### config.mk
export PLATFORM = sky130hd
export DESIGN_NAME = usw_sleep_ctrl
export DESIGN_NICKNAME = d
export VERILOG_FILES = /design/src/usw_pkg.sv /design/src/usw_rx_sync.sv /design/src/usw_sleep_ctrl.sv
export VERILOG_INCLUDE_DIRS = /design/src /design/src/src
export SDC_FILE = /design/constraint.sdc
export NUM_CORES = 1
export LEC_CHECK = 0
export BUFFER_PORTS_ARGS = -buffer_cell sky130_fd_sc_hd__buf_2
export CAP_MARGIN = 15
export CORE_MARGIN = 10
export CORE_UTILIZATION = 40
export CTS_CLUSTER_SIZE = 25
export DETAILED_ROUTE_END_ITERATION = 12
export PLACE_DENSITY_LB_ADDON = 0.15
export SYNTH_ARGS = -nofsm -noshare
export SYNTH_HDL_FRONTEND = slang
export SYNTH_SLANG_ARGS = --single-unit
### constraint.sdc
create_clock -name mclk -period 1.5 [get_ports mclk]
set_input_delay 0.225 -clock mclk [delete_from_list [all_inputs] [get_ports mclk]]
set_output_delay 0.225 -clock mclk [all_outputs]
set_load 0.01 [all_outputs]
### src/usw_cfg.svh
`ifndef USW_CFG_SVH
`define USW_CFG_SVH
// field positions
`define USW_IER_SLEEP_BIT 4
`define USW_ISR_NOIRQ_BIT 0
`define USW_ISR_WAKE_CODE 4'h1
// oscillator restart wait
`define USW_OSC_START_NS 2000
`define USW_CLK_NS 40
`define USW_OSC_START_CYC ((`USW_OSC_START_NS + `USW_CLK_NS - 1) / `USW_CLK_NS)
`define USW_CNT_W 8
`endif

### src/usw_pkg.sv
`default_nettype none
package usw_pkg;
    typedef enum logic [1:0] {
        USW_ACTIVE = 2'b00,
        USW_ASLEEP = 2'b01,
        USW_WAKING = 2'b10
    } usw_mode_type;

    typedef struct packed {
        logic [7:0] divisor_low_byte;
        logic [7:0] divisor_high_byte;
        logic [7:0] irq_enable_reg;
        logic       irq_none;
        logic [3:0] modem_change;
        logic       rx_busy;
    } usw_cond_type;

    typedef struct packed {
        usw_mode_type mode;
        logic [7:0] cnt;
        logic osc_stop;
        logic wake_irq;
        logic asleep;
    } usw_state_type;

    typedef struct packed {
        logic rx_meta;
        logic rx_sync;
        logic rx_prev;
    } usw_sync_type;
endpackage
`default_nettype wire

### src/usw_rx_sync.sv
`include "usw_cfg.svh"
`default_nettype none
// two-stage synchroniser and falling-edge detect for the serial input
module usw_rx_sync (
    // clock and reset
    input wire logic mclk,
    input wire logic arst_n,
    // serial line
    input wire logic rx_pin,
    output logic rx_level,
    output logic rx_start_edge
);
    import usw_pkg::*;
    usw_sync_type s_reg;
    usw_sync_type s_next;

    always_comb begin
        s_next = s_reg;
        s_next.rx_meta = rx_pin;
        s_next.rx_sync = s_reg.rx_meta;
        s_next.rx_prev = s_reg.rx_sync;
    end

    always_ff @(posedge mclk or negedge arst_n) begin
        if (!arst_n) begin
            s_reg <= '{rx_meta: 1'b1, rx_sync: 1'b1, rx_prev: 1'b1};
        end else begin
            s_reg <= s_next;
        end
    end

    assign rx_level = s_reg.rx_sync;
    assign rx_start_edge = s_reg.rx_prev & ~s_reg.rx_sync;
endmodule
`default_nettype wire

### src/usw_sleep_ctrl.sv
`include "usw_cfg.svh"
`default_nettype none
module usw_sleep_ctrl (
    // clock and reset
    input wire logic mclk,
    input wire logic arst_n,
    // uart state, same clock
    input wire usw_pkg::usw_cond_type cond,
    input wire logic tx_write,
    input wire logic status_read,
    // serial input pin
    input wire logic rx_pin,
    // results
    output logic osc_stop,
    output logic wake_irq,
    output logic asleep
);
    import usw_pkg::*;

    // ----------------------------------------
    // wake sources
    // ----------------------------------------
    logic rx_level;
    logic rx_start_edge;
    logic sleep_en;
    logic may_sleep;
    logic wake_evt;
    usw_state_type st_reg;
    usw_state_type st_next;

    usw_rx_sync u_rx (
        .mclk(mclk),
        .arst_n(arst_n),
        .rx_pin(rx_pin),
        .rx_level(rx_level),
        .rx_start_edge(rx_start_edge)
    );

    assign sleep_en = cond.irq_enable_reg[`USW_IER_SLEEP_BIT];
    assign may_sleep = sleep_en
        && ({cond.divisor_high_byte, cond.divisor_low_byte} != 16'h0000)
        && cond.irq_none && !st_reg.wake_irq
        && (cond.modem_change == 4'h0)
        && rx_level && !cond.rx_busy;
    // modem-change and write are level/pulse inputs on the free clock
    assign wake_evt = rx_start_edge
        || tx_write
        || (cond.modem_change != 4'h0);

    // ----------------------------------------
    // mode sequencer
    // ----------------------------------------
    always_comb begin
        st_next = st_reg;
        unique case (st_reg.mode)
            USW_ACTIVE: begin
                if (may_sleep && !wake_evt) begin
                    st_next.mode = USW_ASLEEP;
                end
            end
            USW_ASLEEP: begin
                if (wake_evt || !sleep_en) begin
                    st_next.mode = USW_WAKING;
                    st_next.cnt = 8'h00;
                end
            end
            USW_WAKING: begin
                // oscillator restart; receive data may be lost here
                if (st_reg.cnt == 8'(`USW_OSC_START_CYC - 1)) begin
                    st_next.mode = USW_ACTIVE;
                    st_next.wake_irq = sleep_en;
                end else begin
                    st_next.cnt = st_reg.cnt + 8'h01;
                end
            end
            default: begin
                st_next.mode = USW_ACTIVE;
            end
        endcase
        if (status_read && st_reg.wake_irq) begin
            st_next.wake_irq = 1'b0;
        end
        st_next.osc_stop = (st_next.mode == USW_ASLEEP);
        st_next.asleep = (st_next.mode != USW_ACTIVE);
    end

    always_ff @(posedge mclk or negedge arst_n) begin
        if (!arst_n) begin
            st_reg <= '{mode: USW_ACTIVE, cnt: 8'h00, osc_stop: 1'b0,
                        wake_irq: 1'b0, asleep: 1'b0};
        end else begin
            st_reg <= st_next;
        end
    end

    assign osc_stop = st_reg.osc_stop;
    assign wake_irq = st_reg.wake_irq;
    assign asleep = st_reg.asleep;

    // ----------------------------------------
    // checks
    // ----------------------------------------
    // longest wait from a wake edge to the wake interrupt, restart included
    localparam int WAKE_IRQ_MAX = `USW_OSC_START_CYC + 1;

    property p_no_sleep_zero_div;
        @(posedge mclk) disable iff (!arst_n)
        (st_reg.mode == USW_ACTIVE &&
         {cond.divisor_high_byte, cond.divisor_low_byte} == 16'h0000)
        |=> !osc_stop;
    endproperty
    a_no_sleep_zero_div: assert property (p_no_sleep_zero_div)
        else $error("sleep entered with zero divisor");

    property p_no_sleep_disabled;
        @(posedge mclk) disable iff (!arst_n)
        (st_reg.mode == USW_ACTIVE && !sleep_en) |=> !osc_stop;
    endproperty
    a_no_sleep_disabled: assert property (p_no_sleep_disabled)
        else $error("sleep entered while disabled");

    property p_no_sleep_pending;
        @(posedge mclk) disable iff (!arst_n)
        (st_reg.mode == USW_ACTIVE && (!cond.irq_none || wake_irq))
        |=> !osc_stop;
    endproperty
    a_no_sleep_pending: assert property (p_no_sleep_pending)
        else $error("sleep entered with interrupt pending");

    property p_no_sleep_modem;
        @(posedge mclk) disable iff (!arst_n)
        (st_reg.mode == USW_ACTIVE && cond.modem_change != 4'h0)
        |=> !osc_stop;
    endproperty
    a_no_sleep_modem: assert property (p_no_sleep_modem)
        else $error("sleep entered with modem change");

    property p_no_sleep_rx;
        @(posedge mclk) disable iff (!arst_n)
        (st_reg.mode == USW_ACTIVE && cond.rx_busy) |=> !osc_stop;
    endproperty
    a_no_sleep_rx: assert property (p_no_sleep_rx)
        else $error("sleep entered during reception");

    property p_wake_tx;
        @(posedge mclk) disable iff (!arst_n)
        (osc_stop && tx_write) |=> !osc_stop;
    endproperty
    a_wake_tx: assert property (p_wake_tx)
        else $error("transmit write did not wake");

    property p_wake_modem;
        @(posedge mclk) disable iff (!arst_n)
        (osc_stop && cond.modem_change != 4'h0) |=> !osc_stop;
    endproperty
    a_wake_modem: assert property (p_wake_modem)
        else $error("modem change did not wake");

    property p_wake_irq;
        @(posedge mclk) disable iff (!arst_n)
        (osc_stop && tx_write && sleep_en) |-> ##[1:WAKE_IRQ_MAX] wake_irq;
    endproperty
    a_wake_irq: assert property (p_wake_irq)
        else $error("no wake interrupt after restart");

    property p_irq_clear;
        @(posedge mclk) disable iff (!arst_n)
        (wake_irq && status_read) |=> !wake_irq;
    endproperty
    a_irq_clear: assert property (p_irq_clear)
        else $error("wake interrupt not cleared by read");

    property p_resleep;
        @(posedge mclk) disable iff (!arst_n)
        (st_reg.mode == USW_ACTIVE && may_sleep && !wake_evt) |=> osc_stop;
    endproperty
    a_resleep: assert property (p_resleep)
        else $error("did not return to sleep");

    property p_wake_rx;
        @(posedge mclk) disable iff (!arst_n)
        (osc_stop && rx_start_edge) |=> !osc_stop;
    endproperty
    a_wake_rx: assert property (p_wake_rx)
        else $error("receive start edge did not wake");

    property p_sleep_holds;
        @(posedge mclk) disable iff (!arst_n)
        (osc_stop && sleep_en && !wake_evt) |=> osc_stop;
    endproperty
    a_sleep_holds: assert property (p_sleep_holds)
        else $error("left sleep with no wake event while enabled");

    property p_disable_wake;
        @(posedge mclk) disable iff (!arst_n)
        (osc_stop && !sleep_en) |=> !osc_stop ##[1:WAKE_IRQ_MAX] !asleep;
    endproperty
    a_disable_wake: assert property (p_disable_wake)
        else $error("clearing sleep enable did not restart");

    c_sleep: cover property (@(posedge mclk) $rose(osc_stop));
    c_wake: cover property (@(posedge mclk) $fell(osc_stop));
    c_irq: cover property (@(posedge mclk) $rose(wake_irq));
    c_rx_wake: cover property (@(posedge mclk) osc_stop && rx_start_edge);
    c_modem_wake: cover property (@(posedge mclk)
        osc_stop && cond.modem_change != 4'h0);
endmodule
`default_nettype wire

Word-level counts from Yosys, hierarchy flattened --
Cells that the tools add are included. Widths: inputs -> output; s select.
Storage, ports and cells: flip-flop bits (word level) 16, input port bits 35, output and inout bits 3, word-level logic and storage cells 51
Operators by class: mux-type cells 9, add/sub/neg operators 1, bitwise logic cells 2, eq/ne operators 6, reduce and logical (&&, ||, !) cells 25
Operator list (count):
- $pmux 8 s2 | 1
- $reduce_bool 16->1 | 1
- $mux 10 | 1
- $add 8x1->8 const B | 1
- $eq 8x6->1 const B | 1
- $logic_and 1x1->1 | 8
- $mux 8 | 1
- $reduce_bool 2->1 | 4
- $pmux 2 s3 | 1
- $eq 2x1->1 const B | 2
- $logic_not 1->1 | 4
- $logic_not 4->1 | 1
- $mux 2 | 2
- $ne 2x2->1 const B | 2
- $reduce_bool 4->1 | 1
- $logic_or 1x1->1 | 3
- $mux 1 | 3
- $reduce_and 3->1 | 1
- $eq 2x2->1 const B | 1
- $logic_not 2->1 | 1
- $reduce_and 2->1 | 1
- $and 1x1->1 | 1
- $not 1->1 | 1

Longest topological paths before layout --
depth after elaboration 11, depth in mapped cells 6, mapped depth without buffers 6

Cells and area by module --
From an unflattened synthesis, not the netlist that was laid out.
Second synthesis, totals: cells, all modules 81, area total of the unflattened synthesis 838.3 sq um
Modules (own cells, without submodules):
- usw_sleep_ctrl | cells an instance 77, instances 1, area an instance 745.7 sq um, seq. area each 325.3 sq um
- usw_rx_sync | cells an instance 4, instances 1, area an instance 92.6 sq um, seq. area each 78.8 sq um

Worst setup path after synthesis --
OpenSTA, ideal clock, no wires.
path type register to register, from register st_reg[4] (netlist bit), to register st_reg (netlist bit wake_irq), setup time 0.128 ns, path buffers 0, stages on the path, launching flop included 7, path slack -0.142 ns, data required time 1.372 ns, period minus slack after synthesis 1.642 ns, data arrival time 1.514 ns, path through dfrtp_1 > inv_1 > ha_1 > or4b_4 > nor4_1 > mux2i_1 > a21oi_1
On the way: longest elaborated chain between the ends 3
RTL lines:
- start: declaration | line usw_sleep_ctrl.sv:28 | usw_state_type st_reg;
- start signal: assignment | line usw_sleep_ctrl.sv:89 | st_reg <= '{mode: USW_ACTIVE, cnt: 8'h00, osc_stop: 1'b0,
- start signal: assignment | line usw_sleep_ctrl.sv:92 | st_reg <= st_next;
- $eq 8x6->1 | line usw_sleep_ctrl.sv:69 | if (st_reg.cnt == 8'(`USW_OSC_START_CYC - 1)) begin
- $reduce_bool 2->1 (no source line)
- $reduce_and 2->1 (no source line)
No other way between the ends. A chain may end at the register's enable or synchronous reset.

Worst setup path after layout --
from register st_reg[4] (netlist bit), to register st_reg[5] (netlist bit)
On the way: longest elaborated chain between the ends 3, elaborated cells between the ends (all ways) 6, those cells by class 1 x add/sub; 2 x eq/ne; 2 x mux; 1 x reduce/logical
RTL lines (line):
- $add 8x1->8 / $eq 8x6->1 (equally long branches) | usw_sleep_ctrl.sv:73, usw_sleep_ctrl.sv:69
- $mux 8 / $ne 2x2->1 (equally long branches)
- $pmux 8 s2 / $reduce_and 3->1 (equally long branches)
Parallel ways exist; a longest one is shown, timed or not. The select of a mux whose other input is x is not followed.

==> flow_summary.toml <==
[die]
core_um2 = 1920
die_w_um = 64.6
die_area_um2 = 4180
fp.dieH_um = 64.6
core.rowCount = 16
initial_utilization_pct = 41.5
ios = 38

[clock_tree]
cts_tree = "built"
path_clk_slew_ps = 90
htreeDepth = 1
cts_buffers = 3
clockRootBuffer = "clkbuf_4"
clock_sinks = 16
insertion_delay_ps = 290
clockBufferDepth = 2

[yosys]
synthTopCellsByCount = "13 x dfrtp_1, 6 x nor2_1, 5 x nor4_1"
synth_edf_count = 0
seq_area_frac_synth_pct = 50.7
yosysMostFrequentCell = "dfrtp_1"
synthCells = 73
synth.avg_cell_area_um2 = 10.9
syn_nets = 110
synth_largest_type_area_fraction_pct = 40.8
synthTopCellsByArea = "dfrtp_1 41%, dfstp_2 9.9%, xnor2_1 4.4%, nor4_1 3.9%, ha_1 3.1%"
yosys.area.top_type = "dfrtp_1"
synth_seq_cells = 16
syn_area_um2 = 797
yosysWarnings = 0
ys_async_sr_fraction_pct = 100
synth.distinct_cells = 27
ys.flop_type = "dfrtp_1"

[timing]
fin_crit_sh_pct = 112
setup_ws_ps = -175
drv_slew = 0
hold_viol_final = 0
maxSlewHeadroom_pct = 75.8
tns_ps = -929
timing.fmax_ghz = 0.597
worst_pin_slew_ps = 362
period_minus_slack_ps = 1670
setup_viol = 7
rsz0062_at_grt = "true"
finalClockSkew_ps = 9.99

[run_status]
violations = "setup timing"
status = "finished with violations"

[setup_path]
cp_max_fo = 8
slowest_delay_ps = 480
crit_buf_inv = 2
crit_type = "flip-flop to flip-flop"
slowest_stage = "or4b_4"
required_ps = 1690
cp_cell_sequence = "inv_2 -> ha_4 -> or4b_4 -> o31ai_4 -> buf_6 -> o211ai_1 -> o31ai_1"
worstPathArrival_ps = 1870
crit_family = "simple AND/OR/NAND/NOR gates"
end_kind = "flip-flop"
start_kind = "flip-flop"

[pwr]
p_leak_uw = 0.000514
fin_total_pwr_uw = 1710
vdd_drop_max_mv = 1.03
power_density_nw_per_um2 = 1490

[routing]
via_per_inst = 4.92
drc = 0
wl_per_cell_um = 14.2
antenna_left = 0
drt-total-wl_um = 2070
firstDrtPassIters = 4
via_count = 719
first_iter_violations = 16

[placed_design]
placed_area_um2 = 1040
port_buffers = 30
dp.cells = 138
gp_congestion = 0.788
dp_worst_setup_slack_ps = -272

[job]
drv_cap = 0

[cells_and_area]
fin_area_um2 = 1150
fin_nets = 157
fillers = 194
instances_no_fill = 146
syn_to_final_growth_pct = 44.0
drive_gt1_share_pct = 51.3
antennaDiodeCount = 0
largest_reg_flops = 10

[grt]
grt_pass1_vias = 847
antenna_found_initial = 0
overflow = 0
grt_first_pass_wirelength_um = 3700
grt_max_degree = 17
grt.total_usage_pct = 10.9

[worst_hold_path]
hp-class = "input pin to flip-flop"
[power by group]
group	internal, uW	switching [uW]	total, uW
registers	561	108	669
clock network	148	139	287
logic	406	345	750
[stage by stage]
stage	hold slack, ps	utilization (%)
2_1_floorplan	-70.6	-
3_3_place_gp	155	54.2
3_5_place_dp	154	54.2
4_1_cts	26.7	59.3
5_1_grt	18.1	59.7
6_report	33.3	59.7
[path summary, 6_finish.rpt]
| check | start | to | slack (ps) | cells after the start |
|---|---|---|---|---|
| worst max-delay path | st_reg[4]$_DFFE_PN0P_ | st_reg[5]$_DFFE_PN0P_ | -170 | 7 |
| max in group asynchronous | arst_n | u_rx.s_next[1]$_DFF_PN1_ | 820 | 2 |
| worst min register to register | u_rx.s_next[1]$_DFF_PN1_ | u_rx.rx_level$_DFF_PN1_ | 370 | 0 |
| min in group asynchronous | arst_n | asleep$_DFF_PN0_ | 370 | 2 |
| worst max register to register | st_reg[4]$_DFFE_PN0P_ | st_reg[5]$_DFFE_PN0P_ | -170 | 7 |
| worst min-delay path | rx_pin | u_rx.s_next[1]$_DFF_PN1_ | 30 | 1 |
[layer usage]
metal / part of all wire (%) / up-vias / wire length [um] / global-route usage (%)
met1: 38 / 343 / 784 / 10.3
li1: - / 361 / - / -
met4: 0.39 / 0 / 8 / 2.41
met2: 58 / 13 / 1190 / 21.6
met3: 3.9 / 2 / 80 / 4.12
met5: 0 / - / 0 / 0
[cell type report]
cell class | instances | area (um^2) | area share (%)
clock buffer | 4 | 36.3 | 3.16
inverter | 4 | 15.0 | 1.31
multi-input combinational | 53 | 412 | 35.9
sequential | 16 | 404 | 35.2
tap | 27 | 33.8 | 2.94
timing repair buffer | 42 | 246 | 21.5
[placed cells by master (no fill, tap or decap), drive strengths merged, types with 2 or more instances in the layout]
| master | netlist | layout |
|---|---|---|
| nor4 | 5 | 5 |
| dfrtp | 13 | 13 |
| buf | 0 | 41 |
| nor3 | 4 | 4 |
| a21oi | 3 | 3 |
| nand2 | 4 | 4 |
| nand2b | 2 | 2 |
| nor2 | 6 | 6 |
| or4 | 2 | 2 |
| dfstp | 3 | 3 |
| inv | 4 | 4 |
| nand3 | 4 | 4 |
| o31ai | 3 | 3 |
| clkbuf | 0 | 4 |
| o211ai | 3 | 3 |
| ha | 2 | 2 |
| xnor2 | 4 | 4 |
| nor2b | 2 | 2 |
[timing repair]
| item | CTS | global route |
|---|---|---|
| resized for setup | 8 | 0 |
| setup buffers | 2 | 1 |
| pin swaps | 0 | 1 |
| endpoints found under the hold margin | 13 | 0 |
| setup endpoints to repair | 7 | 9 |
| hold buffers | 1 | 0 |
[cell families (layout without fill, tap and decap cells)]
logic type	count (synthesis)	after routing	synth area share [%]
buffers and inverters	4	50	1.88
flip-flops	16	16	50.7
multiplexers	1	1	1.26
XOR/XNOR	4	4	4.40
adder cells (fa/ha/maj)	2	2	3.14
AND/OR/NAND/NOR	34	34	25.6
AO/OA/AOI/OAI	12	12	13.0
(Power assumes the default switching activity.)
